===== src/logic/pwdt_params.svh =====
// Purpose: constants of the password watchdog timer
// Assumes: 200 MHz system clock, word-indexed register port
// Notes: offsets are register indices on the plain port
`ifndef PWDT_PARAMS_SVH
`define PWDT_PARAMS_SVH
`define PWDT_ADDR_CON0 2'h0
`define PWDT_ADDR_CON1 2'h1
`define PWDT_ADDR_STAT 2'h2
`define PWDT_TIMEOUT_LOAD 16'hFFFC
`define PWDT_COUNT_MAX 16'hFFFF
`define PWDT_COUNT_ZERO 16'h0000
`define PWDT_PREWARN_LOAD 16'hFFFC
`define PWDT_GUARD_NIBBLE 4'hF
`define PWDT_DIV_FAST 14'h00FF
`define PWDT_DIV_SLOW 14'h3FFF
`define PWDT_RELOAD_RST 16'h0000
`define PWDT_PASSWORD_RST 8'h00
`endif


===== src/logic/pwdt_pkg.sv =====
// Purpose: types of the password watchdog timer
// Assumes: constants come from pwdt_params.svh
// Notes: all state of the core is one packed struct
package pwdt_pkg;
  typedef enum logic [1:0] {
    PWDT_TIMEOUT,
    PWDT_NORMAL,
    PWDT_DISABLED,
    PWDT_PREWARN
  } pwdt_mode_type;

  typedef struct packed {
    logic [1:0] addr;
    logic [31:0] wdata;
    logic wr;
    logic rd;
    logic supervisor;
  } pwdt_bus_type;

  typedef struct packed {
    pwdt_mode_type mode;
    logic [15:0] timer_count;
    logic [13:0] prescale;
    logic end_of_init_bit;
    logic primary_ctrl_lock_flag;
    logic [7:0] user_password_field;
    logic [15:0] reload_value_field;
    logic input_freq_request;
    logic disable_request;
    logic input_freq_active;
    logic overflow_error_flag;
    logic access_error_flag;
    logic watchdog_nmi_request;
    logic watchdog_reset_request;
    logic bus_error;
    logic [31:0] rdata;
  } pwdt_state_type;
endpackage : pwdt_pkg


===== src/logic/pwdt_core.sv =====
// Purpose: password protected watchdog timer with end-of-init protection line
// Assumes: synchronous reset; watchdog_reset_in marks a reset the watchdog caused
// Notes: the reset requester holds rst_in while the watchdog reset output stands
//
// Summary of operation
// - time-out mode after reset and valid password
// - slowest prescaler after reset until request applies
// - end-of-init set leaves time-out to normal/disable
// - time-out error raises nmi, enters prewarning
// - normal counts from reload; service reloads
// - normal error raises nmi, enters prewarning
// - service password moves normal into time-out
// - disable halts counter, protection stays active
// - disable: valid access time-out, invalid prewarning
// - prewarning counts fixed period then resets
// - prewarning ignores writes, no mode change
// - error flags survive watchdog reset only
// - secondary write needs supervisor, end-of-init clear
// - secondary bits apply at next end-of-init set
// - password then modify; relock after modify
// - second write is modify with guard checks
// - cleared end-of-init unlocks protected registers
// - status read-only; control registers always readable
// - primary holds end-of-init, lock, password, reload
// - password formed from registers plus guard bits
// - time-out entry loads FFFC, keeps disable request
// - wrap FFFF to 0000 sets overflow error
// - normal entry loads reload, clears flags
`include "pwdt_params.svh"
`timescale 1ns/1ps
`default_nettype none
module pwdt_core (
  input wire logic clock_in,
  input wire logic rst_in,
  input wire logic watchdog_reset_in,
  input wire logic [1:0] addr_in,
  input wire logic [31:0] wdata_in,
  input wire logic wr_in,
  input wire logic rd_in,
  input wire logic supervisor_in,
  output logic [31:0] rdata_out,
  output logic bus_error_out,
  output logic end_of_init_line_out,
  output logic watchdog_nmi_request_out,
  output logic watchdog_reset_request_out
);

  // ****************************************
  // password and guard decoding
  // ****************************************
  function automatic logic password_ok(input logic [31:0] w, input pwdt_pkg::pwdt_state_type s);
    password_ok = (w[0] == s.end_of_init_bit) && !w[1] && (w[2] == s.input_freq_request) &&
                  (w[3] == s.disable_request) && (w[7:4] == `PWDT_GUARD_NIBBLE) &&
                  (w[15:8] == s.user_password_field) && (w[31:16] == s.reload_value_field);
  endfunction : password_ok

  function automatic logic modify_ok(input logic [31:0] w);
    modify_ok = w[1] && !w[2] && !w[3] && (w[7:4] == `PWDT_GUARD_NIBBLE);
  endfunction : modify_ok

  pwdt_pkg::pwdt_bus_type bus;
  pwdt_pkg::pwdt_state_type state_q;
  pwdt_pkg::pwdt_state_type state_d;
  logic tick;
  logic wrap;
  logic con0_wr;
  logic con1_wr;
  logic valid_pw;
  logic valid_mod;
  logic bad_access;

  assign bus = '{addr: addr_in, wdata: wdata_in, wr: wr_in, rd: rd_in, supervisor: supervisor_in};
  assign tick = state_q.prescale == (state_q.input_freq_active ? `PWDT_DIV_FAST : `PWDT_DIV_SLOW);
  assign wrap = tick && (state_q.timer_count == `PWDT_COUNT_MAX);
  assign con0_wr = bus.wr && (bus.addr == `PWDT_ADDR_CON0) && (state_q.mode != pwdt_pkg::PWDT_PREWARN);
  assign con1_wr = bus.wr && (bus.addr == `PWDT_ADDR_CON1) && (state_q.mode != pwdt_pkg::PWDT_PREWARN);
  assign valid_pw = con0_wr && state_q.primary_ctrl_lock_flag && password_ok(bus.wdata, state_q);
  assign valid_mod = con0_wr && !state_q.primary_ctrl_lock_flag && modify_ok(bus.wdata);
  assign bad_access = con0_wr && !valid_pw && !valid_mod;

  // ****************************************
  // next state
  // ****************************************
  always_comb begin
    state_d = state_q;
    state_d.bus_error = 1'b0;
    state_d.rdata = 32'h0000_0000;
    state_d.prescale = tick ? 14'h0000 : 14'(state_q.prescale + 14'h0001);
    // counting, stopped only in disable mode
    if (tick && state_q.mode != pwdt_pkg::PWDT_DISABLED) begin
      state_d.timer_count = 16'(state_q.timer_count + 16'h0001);
    end
    // secondary register writes
    if (con1_wr) begin
      if (bus.supervisor && !state_q.end_of_init_bit) begin
        state_d.input_freq_request = bus.wdata[0];
        state_d.disable_request = bus.wdata[1];
      end else begin
        state_d.bus_error = 1'b1;
      end
    end
    unique case (state_q.mode)
      pwdt_pkg::PWDT_PREWARN: begin
        if (wrap) begin
          state_d.watchdog_reset_request = 1'b1;
        end
      end
      default: begin
        if (bad_access || (wrap && state_q.mode != pwdt_pkg::PWDT_DISABLED)) begin
          state_d.mode = pwdt_pkg::PWDT_PREWARN;
          state_d.access_error_flag = state_q.access_error_flag | bad_access;
          state_d.overflow_error_flag = state_q.overflow_error_flag | (wrap && !bad_access);
          state_d.watchdog_nmi_request = 1'b1;
          state_d.timer_count = `PWDT_PREWARN_LOAD;
          state_d.primary_ctrl_lock_flag = 1'b1;
        end else if (valid_pw) begin
          state_d.primary_ctrl_lock_flag = 1'b0;
          if (state_q.mode != pwdt_pkg::PWDT_TIMEOUT) begin
            state_d.mode = pwdt_pkg::PWDT_TIMEOUT;
            state_d.timer_count = `PWDT_TIMEOUT_LOAD;
          end
        end else if (valid_mod) begin
          state_d.primary_ctrl_lock_flag = 1'b1;
          state_d.end_of_init_bit = bus.wdata[0];
          state_d.user_password_field = bus.wdata[15:8];
          state_d.reload_value_field = bus.wdata[31:16];
          if (bus.wdata[0] && state_q.mode == pwdt_pkg::PWDT_TIMEOUT) begin
            state_d.input_freq_active = state_q.input_freq_request;
            state_d.prescale = 14'h0000;
            if (state_q.disable_request) begin
              state_d.mode = pwdt_pkg::PWDT_DISABLED;
            end else begin
              state_d.mode = pwdt_pkg::PWDT_NORMAL;
              state_d.timer_count = bus.wdata[31:16];
              state_d.access_error_flag = 1'b0;
              state_d.overflow_error_flag = 1'b0;
            end
          end
        end
      end
    endcase
    // register reads
    if (bus.rd) begin
      unique case (bus.addr)
        `PWDT_ADDR_CON0: state_d.rdata = {state_q.reload_value_field, state_q.user_password_field, 4'h0,
                                          2'b00, state_q.primary_ctrl_lock_flag, state_q.end_of_init_bit};
        `PWDT_ADDR_CON1: state_d.rdata = {28'h000_0000, state_q.disable_request, state_q.input_freq_request,
                                          2'b00};
        `PWDT_ADDR_STAT: state_d.rdata = {state_q.timer_count, 9'h000, state_q.input_freq_active,
                                          state_q.mode == pwdt_pkg::PWDT_DISABLED,
                                          state_q.mode == pwdt_pkg::PWDT_PREWARN,
                                          state_q.mode == pwdt_pkg::PWDT_TIMEOUT,
                                          1'b0, state_q.overflow_error_flag, state_q.access_error_flag};
        default: state_d.rdata = 32'h0000_0000;
      endcase
    end
  end

  // ****************************************
  // state register
  // ****************************************
  always_ff @(posedge clock_in) begin
    if (rst_in) begin
      state_q.mode <= pwdt_pkg::PWDT_TIMEOUT;
      state_q.timer_count <= `PWDT_TIMEOUT_LOAD;
      state_q.prescale <= 14'h0000;
      state_q.end_of_init_bit <= 1'b0;
      state_q.primary_ctrl_lock_flag <= 1'b1;
      state_q.user_password_field <= `PWDT_PASSWORD_RST;
      state_q.reload_value_field <= `PWDT_RELOAD_RST;
      state_q.input_freq_request <= 1'b0;
      state_q.disable_request <= 1'b0;
      state_q.input_freq_active <= 1'b0;
      // error flags kept only across a watchdog caused reset
      state_q.overflow_error_flag <= watchdog_reset_in & state_q.overflow_error_flag;
      state_q.access_error_flag <= watchdog_reset_in & state_q.access_error_flag;
      state_q.watchdog_nmi_request <= 1'b0;
      state_q.watchdog_reset_request <= 1'b0;
      state_q.bus_error <= 1'b0;
      state_q.rdata <= 32'h0000_0000;
    end else begin
      state_q <= state_d;
    end
  end

  assign rdata_out = state_q.rdata;
  assign bus_error_out = state_q.bus_error;
  assign end_of_init_line_out = state_q.end_of_init_bit;
  assign watchdog_nmi_request_out = state_q.watchdog_nmi_request;
  assign watchdog_reset_request_out = state_q.watchdog_reset_request;
endmodule : pwdt_core
`default_nettype wire


===== config.mk =====
export PLATFORM = sky130hd
export DESIGN_NAME = pwdt_core
export DESIGN_NICKNAME = d
export VERILOG_FILES = /design/src/logic/pwdt_pkg.sv /design/src/logic/pwdt_core.sv
export VERILOG_INCLUDE_DIRS = /design/src /design/src/logic
export SDC_FILE = /design/constraint.sdc
export NUM_CORES = 1
export LEC_CHECK = 0
export BUFFER_PORTS_ARGS = -buffer_cell sky130_fd_sc_hd__buf_2
export CORE_ASPECT_RATIO = 1.4
export CORE_MARGIN = 8
export CORE_UTILIZATION = 33
export CTS_CLUSTER_SIZE = 20
export DETAILED_ROUTE_END_ITERATION = 8
export PLACE_DENSITY = 0.51
export REMOVE_ABC_BUFFERS = 1
export SYNTH_ARGS = -nofsm -noshare
export SYNTH_HDL_FRONTEND = slang
export SYNTH_SLANG_ARGS = --single-unit

===== constraint.sdc =====
create_clock -name clock_in -period 2.42 [get_ports clock_in]
set_clock_uncertainty 0.05 [all_clocks]
set_input_delay 0.363 -clock clock_in [delete_from_list [all_inputs] [get_ports clock_in]]
set_output_delay 0.363 -clock clock_in [all_outputs]
set_load 0.01 [all_outputs]

==> out/summary.md, run 1 <==
• sequential cell area fraction in the yosys report: 41.09%
• data required time at the worst endpoint: 2.65 ns
• fraction of the core area covered by cells at the end of the flow: 40.58%
• library cell with the highest instance count after synthesis: sky130_fd_sc_hd__dfxtp_1
• kind of launch point of the worst setup path: flip-flop
• Worst path max stage delay: 0.53 ns
• total clock buffers created by CTS: 9
• Core Region: 0.01431 mm²
• TritonCTS clock tree: built
• Mean Syn Cell Area: 9.380 µm²
• classification of the worst-slack hold path: in2reg
• number of slew-limit violations in the final report: 0
• number of antenna violations at the first check in global routing: 0
• HPWL reported at the end of detailed placement: 9831 µm
• final clock period utilization by the worst path: 96.00%
• logic depth of the worst register-to-register path: 7
• count of cells along the worst hold path: 3
• final hold slack: 0.2425 ns
• overall power of the completed layout: 3.419 mW
• vias after detailed routing: 3,819
• number of top-level design ports: 76
• post-synthesis register bit count: 97
• DP Worst Slack: -0.1343 ns
• count of flip-flops with a built-in enable after synthesis: 2
• highest-delay cell along the critical path: sky130_fd_sc_hd__a2111oi_0
• wire length of the first global-routing pass: 20,440 µm
• worst-path maximum fanout: 5
• critical path cell sequence: nor4_1, nand3_1, buf_4, a2111oi_0, xor2_1, nor2_1, a2bb2oi_2
• unique cell type count in the Yosys netlist: 56
• maximum buffer depth of the clock tree: 2
• NumNets Final: 636
• Area after DPL: 0.005418 mm²
• WL final: 13,030 µm
• first drt pass iteration count: 4
• routed length on met2: 6923 µm
• YS warnings: 0
• number of global-route vias before repair: 3,971
• number of buffer cells added on primary ports: 74
• count of buffering cells on the critical path with inverters included: 1
• Sinks on Clock Net: 97
• Die Wd: 117.7 µm
• number of inserted filler cells in the final layout: 1,469
• worst path arrival time: 2.56 ns
• cell area after technology mapping: 0.004775 mm²
• most instantiated cells after synthesis: sky130_fd_sc_hd__dfxtp_1, sky130_fd_sc_hd__nor2_1, sky130_fd_sc_hd__mux2i_1
• number of violations reported at the end of detailed-routing iteration 0: 171
• actual transition at the worst max-transition pin: 0.6857 ns
• most frequently used flop master after synthesis: sky130_fd_sc_hd__dfxtp_1
• IR drop worst, VDD: 0.2780 mV
• Worst path top cell family by delay: simple AND/OR/NAND/NOR gates
• Max H-tree Level: 3
• area share of the leading cell type in the synthesized netlist: 39.83%
• final number of hold-violating endpoints: 0
• DR WL/cell: 16.53 µm
• run status: finished clean
• Clk Latency, worst-skew pair: 0.35 ns
• WP depth: 7
• Worst Setup End Kind: flip-flop
• Yosys top cell by area: sky130_fd_sc_hd__dfxtp_1
• count of mapped cells out of synthesis: 509
• Vert. Die Dim: 158.3 µm
• total routed wire length on the met1 layer: 5289 µm
• Setup Viol. Count Final: 0
• fmax: 0.4305 GHz
• number of vias per cell: 4.846
• Layout area overhead: 21.65%
• P per Cell Area: 588.6 mW/mm²
• maximum number of pins on one net before global-route repair: 32
• share of synthesized flip-flops with an asynchronous set or reset: 0%
• Final Cell Area: 0.005808 mm²
• routed wire length on met3: 450 µm
• critical path class: reg2reg
• number of antenna cells inserted: 0
• slack of the critical path: 0.09688 ns
• RSZ-0062 raised after global routing: true
• Static Leakage: 2.311 nW
• effective utilization at floorplan: 33.36%
• leftover overflow at the end of global routing: 0
• top post-synthesis cells by area: sky130_fd_sc_hd__dfxtp_1, sky130_fd_sc_hd__mux2i_1, sky130_fd_sc_hd__nor2_1
• layout cell share with drive strength beyond 1: 28.38%
• DRC viols: 0
• Std-Cell Rows: 52
• Placed Cells incl. Taps: 769
• Post-Layout Cell Count: 788
• Total Negative Setup Slacks: 0 ns
• number of violations of the max-capacitance limit: 0
• max layer used: met4
• number of antenna-violating nets in the routed design: 0
• die footprint: 0.01863 mm²
• headroom to the max-slew limit: 54.18%
• CTS root buf: sky130_fd_sc_hd__clkbuf_16
• Clock transition at path regs: 0.07 ns
• weighted congestion reported at the end of routability-driven placement: 0.8452
• overall track demand over capacity in global routing: 13.87%
• final period demand of the worst path: 2.323 ns
## per-layer routing
layer	vias up	GRT usage, %
met5	-	0
met4	0	6.304
met3	19	2.732
met2	65	26.28
met1	1812	14.56
li1	1923	-
## registers in the layout, indices dropped and copies added (netlist names)
register                    cells
end_of_init_line_out            1
state_q                        62
watchdog_nmi_request_out        1
bus_error_out                   1
rdata_out                      31
watchdog_reset_request_out      1
## placed cells by master, fill, tap and decap left out, types with 3 or more instances in the layout
| master | Yosys | final |
|---|---|---|
| sky130_fd_sc_hd__a2111oi_0 | 5 | 3 |
| sky130_fd_sc_hd__and4_1 | 4 | 4 |
| sky130_fd_sc_hd__nor4_1 | 5 | 5 |
| sky130_fd_sc_hd__a31o_2 | 4 | 4 |
| sky130_fd_sc_hd__nand2_1 | 16 | 16 |
| sky130_fd_sc_hd__nand2b_1 | 3 | 3 |
| sky130_fd_sc_hd__buf_4 | 35 | 51 |
| sky130_fd_sc_hd__dfxtp_1 | 95 | 95 |
| sky130_fd_sc_hd__nand3_1 | 16 | 16 |
| sky130_fd_sc_hd__o21ai_0 | 3 | 3 |
| sky130_fd_sc_hd__a2bb2oi_1 | 4 | 4 |
| sky130_fd_sc_hd__mux2i_1 | 48 | 48 |
| sky130_fd_sc_hd__nor3_1 | 7 | 7 |
| sky130_fd_sc_hd__buf_2 | 1 | 74 |
| sky130_fd_sc_hd__a2bb2oi_2 | 10 | 10 |
| sky130_fd_sc_hd__a211oi_1 | 3 | 3 |
| sky130_fd_sc_hd__a21oi_1 | 10 | 10 |
| sky130_fd_sc_hd__nor2b_1 | 7 | 7 |
| sky130_fd_sc_hd__xor2_1 | 13 | 13 |
| sky130_fd_sc_hd__nor2_1 | 82 | 82 |
| sky130_fd_sc_hd__clkbuf_16 | 0 | 9 |
| sky130_fd_sc_hd__nand4_1 | 22 | 22 |
| sky130_fd_sc_hd__inv_1 | 5 | 5 |
| sky130_fd_sc_hd__xnor2_1 | 34 | 34 |
| sky130_fd_sc_hd__and2_1 | 13 | 14 |
| sky130_fd_sc_hd__and3_1 | 8 | 8 |
| sky130_fd_sc_hd__or3_1 | 5 | 4 |
## cell families after synthesis
logic type / Yosys count / share of synthesized area (%)
DFF: 97 / 41.09
buffers and inverters: 59 / 8.071
adders and majority gates: 2 / 0.5240
other: 1 / 0.07854
xor gates and xnor gates: 47 / 8.622
and+or+nand+nor: 197 / 20.78
AOI/OAI and AO/OA: 58 / 10.77
muxes: 48 / 10.06
## tightest hold or removal path, cell delays in order
cell	delay, ns
sky130_fd_sc_hd__buf_2	0.10
sky130_fd_sc_hd__mux2i_1	0.06
sky130_fd_sc_hd__nor2_1	0.07
## cell type report
type                       count  area [µm²]  area share [%]
multi-input combinational    354        2477           42.65
tap                          189       236.5           4.072
clock buffer                   9       225.2           3.878
timing repair buffer         127       793.3           13.66
inverter                       5       18.77          0.3231
clock inverter                 7       95.09           1.637
sequential                    97        1962           33.78
## path summary, 6_finish.rpt
path,slack [ns],endpoint,start
worst max-delay path,0.1,state_q[92],state_q[76]
worst min-delay path,0.24,state_q[59],wdata_in[11]
worst max register to register,0.1,state_q[92],state_q[76]
worst min register to register,0.41,watchdog_nmi_request_out,watchdog_nmi_request_out
## power breakdown
part           internal [mW]  total [mW]  switching (mW)
registers               1.62        1.63          0.0129
clock network          0.906        1.54           0.631
logic                  0.111       0.250           0.139
## timing repair
item,4_1_cts,5_1_grt
gates resized for setup,3,6
pin swaps,1,1
endpoints found under the setup margin,28,42
cloned,0,1
hold buffers,0,0
setup buffers,0,2
(Power assumes the default switching activity.)
==> run 2, diff against run 1 <==
Settings changed: CORE_MARGIN 8 to 3, SETUP_SLACK_MARGIN set to 0.15.
==> run 2 against run 1 <==
  * Combinational power shrank 2%
  * First-iteration DRC count grew 7.6%
  * Cell count shrank 2.5%
  * Worst setup slack gained 0.15 ns
  * Critical path depth grew 1
  * Wire length shrank 3.6%
  * Global-route usage grew 2.3 points
  * Clock-buffer cell count grew 4
  * Sequential cell count is the same
  * Design area shrank 2.6%
  * Utilization shrank 0.28 points
  * Critical path type unchanged
  * Largest power group unchanged
==> out/summary.md, run 2 (synthesis results as in run 1) <==
• IR drop worst, VDD: 0.2925 mV, +5.2%
• number of antenna violations at the first check in global routing: 0, unchanged
• Final Cell Area: 0.005657 mm², -2.6%
• Critical R2R Launch: state_q[39]
• final period demand of the worst path: 2.176 ns, -0.1475 ns
• RSZ-0062 raised after global routing: true
• Static Leakage: 2.228 nW, -3.6%
• Die Wd: 107.7 µm, -8.5%
• most common cell after layout, fill and taps aside: sky130_fd_sc_hd__dfxtp_1
• number of antenna-violating nets in the routed design: 0, unchanged
• Setup Viol. Count Final: 0, unchanged
• data required time at the worst endpoint: 2.44 ns, -0.21 ns
• layout cell share with drive strength beyond 1: 27.10%, -1.3 points
• maximum number of pins on one net before global-route repair: 27, -16%
• leftover overflow at the end of global routing: 0, unchanged
• top register by number of flip-flops: state_q
• HPWL reported at the end of detailed placement: 9327 µm, -5.1%
• overall track demand over capacity in global routing: 16.16%, +2.3 points
• Clock transition at path regs: 0.07 ns, about the same
• worst path arrival time: 2.20 ns, -0.36 ns
• critical path cell sequence: xnor2_1, nand4_1, nor4_1, buf_4, a21oi_1, buf_4, mux2i_1, o31ai_1
• number of violations reported at the end of detailed-routing iteration 0: 184, +7.6%
• logic depth of the worst register-to-register path: 8, +1
• kind of launch point of the worst setup path: flip-flop
• fraction of the core area covered by cells at the end of the flow: 40.29%, -0.28 points
• critical path class: reg2reg
• maximum buffer depth of the clock tree: 2, unchanged
• Layout area overhead: 18.47%
• Area after DPL: 0.005313 mm², -1.9%
• startpoint of the most critical hold path: wdata_in[30]
• weighted congestion reported at the end of routability-driven placement: 0.7944, -6.0%
• run status: finished clean
• commonest non-fill, non-tap cells in the layout: sky130_fd_sc_hd__dfxtp_1, sky130_fd_sc_hd__nor2_1, sky130_fd_sc_hd__buf_2
• fmax: 0.4596 GHz, +6.8%
• worst-path maximum fanout: 4, -1
• number of vias per cell: 4.897, +1.0%
• number of top-level design ports: 76, unchanged
• number of global-route vias before repair: 3,879, -2.3%
• flip-flop count of the largest register, all copies and words added: 62, unchanged
• total clock buffers created by CTS: 9, unchanged
• final number of hold-violating endpoints: 0, unchanged
• number of buffer cells added on primary ports: 74, unchanged
• endpoint of the worst register-to-register path: state_q[36]
• CTS root buf: sky130_fd_sc_hd__clkbuf_16
• vias after detailed routing: 3,761, -1.5%
• wire length of the first global-routing pass: 20,150 µm, -1.4%
• count of cells along the worst hold path: 2, -1
• number of slew-limit violations in the final report: 0, unchanged
• classification of the worst-slack hold path: in2reg
• Clk Latency, worst-skew pair: 0.34 ns, about the same
• TritonCTS clock tree: built
• Worst path max stage delay: 0.38 ns, -0.15 ns
• DRC viols: 0, unchanged
• number of antenna cells inserted: 0, unchanged
• number of hold buffers added after cts: 0, unchanged
• number of violations of the max-capacitance limit: 0, unchanged
• most frequent CP cell: sky130_fd_sc_hd__buf_4
• effective utilization at floorplan: 34.01%, +0.65 points
• P per Cell Area: 570.0 mW/mm², -3.2%
• highest-delay cell along the critical path: sky130_fd_sc_hd__dfxtp_1
• DR WL/cell: 16.36 µm, -1.1%
• Std-Cell Rows: 51, -1.9%
• final clock period utilization by the worst path: 89.90%, -6.1 points
• Vert. Die Dim: 148.3 µm, -6.3%
• Worst Setup End Kind: flip-flop
• Core Region: 0.01404 mm², -1.9%
• Max H-tree Level: 3, unchanged
• hold endpoint: state_q[94]
• minimum setup slack among reg-to-reg paths: 0.24 ns, +0.15 ns
• WL final: 12,560 µm, -3.6%
• NumNets Final: 620, -2.5%
• actual transition at the worst max-transition pin: 0.5454 ns, -0.1403 ns
• headroom to the max-slew limit: 63.64%, +9.5 points
• first drt pass iteration count: 5, +1
• Sinks on Clock Net: 97, unchanged
• die footprint: 0.01597 mm², -14%
## run 2: cell count changes in the layout (fill, tap and decap cells not counted), moves of 3 or more
cell,before,now
sky130_fd_sc_hd__buf_4,51,35
sky130_fd_sc_hd__dfxtp_2,0,3
sky130_fd_sc_hd__a2111oi_1,1,4
sky130_fd_sc_hd__a2111oi_0,3,0
sky130_fd_sc_hd__dfxtp_1,95,92
## run 2: per-stage QoR
step	hold slack (ns)	worst slack, ns	instances	power [mW]	TNS, ns
floorplan	0.3821	-0.1795	455	1.769	-4.687
global placement	0.3904	-0.03258	750	1.912	-0.03432
detailed placement	0.3897	0.02422	750	1.914	0
CTS	0.2292	0.1591	767	3.255	0
global route	0.2456	0.1294	768	3.341	0
finish	0.2418	0.2444	768	3.224	0
## run 2: worst max-delay path by stage
stage | start | to | slack (ns) | depth (start not counted)
2_1_floorplan | state_q[84] | end_of_init_line_out | -0.18 | 6
3_3_place_gp | state_q[74] | state_q[84] | -0.03 | 7
3_5_place_dp | state_q[74] | state_q[84] | 0.02 | 7
4_1_cts | state_q[67] | state_q[84] | 0.16 | 8
5_1_grt | state_q[64] | state_q[88] | 0.13 | 8
6_report | state_q[39] | state_q[36] | 0.24 | 8
## run 2: layout make-up
type | instances | area, µm²
Clock inverter | 3 | 15.01
Sequential cell | 97 | 1966
Timing Repair Buffer | 111 | 673.1
Inverter | 5 | 18.77
Fill cell | 1468 | 8382
Multi-Input combinational cell | 354 | 2492
Clock buffer | 13 | 260.3
Tap cell | 185 | 231.5
## run 2: what timing repair did
item | CTS | global route
endpoints found under the hold margin | 0 | 0
endpoints found under the setup margin | 15 | 41
pin swaps | 1 | 4
setup buffers | 1 | 0
cloned | 0 | 1
resized for setup | 4 | 15
## run 2: worst max-delay path, delay by kind of cell (launching register included)
family | cells | cell delay, ns
buffers and inverters | 2 | 0.33
multiplexers | 1 | 0.15
XOR/XNOR | 1 | 0.36
flip-flops | 1 | 0.38
AND/OR/NAND/NOR | 2 | 0.46
AO/OA/AOI/OAI | 2 | 0.17
## run 2: metal layers
metal  global-route usage [%]  up-vias  wire length (µm)
met4                    6.822        0               386
met5                        0        -                 0
met1                    19.29     1786              5357
met3                    3.430       17               357
met2                    27.86       65              6459
li1                         -     1893                 -
## run 2: power breakdown
group          internal (mW)  total (mW)  switching [mW]
clock                  0.749        1.35           0.597
combinational          0.106       0.246           0.139
sequential              1.62        1.63          0.0123
total                   2.48        3.22           0.749
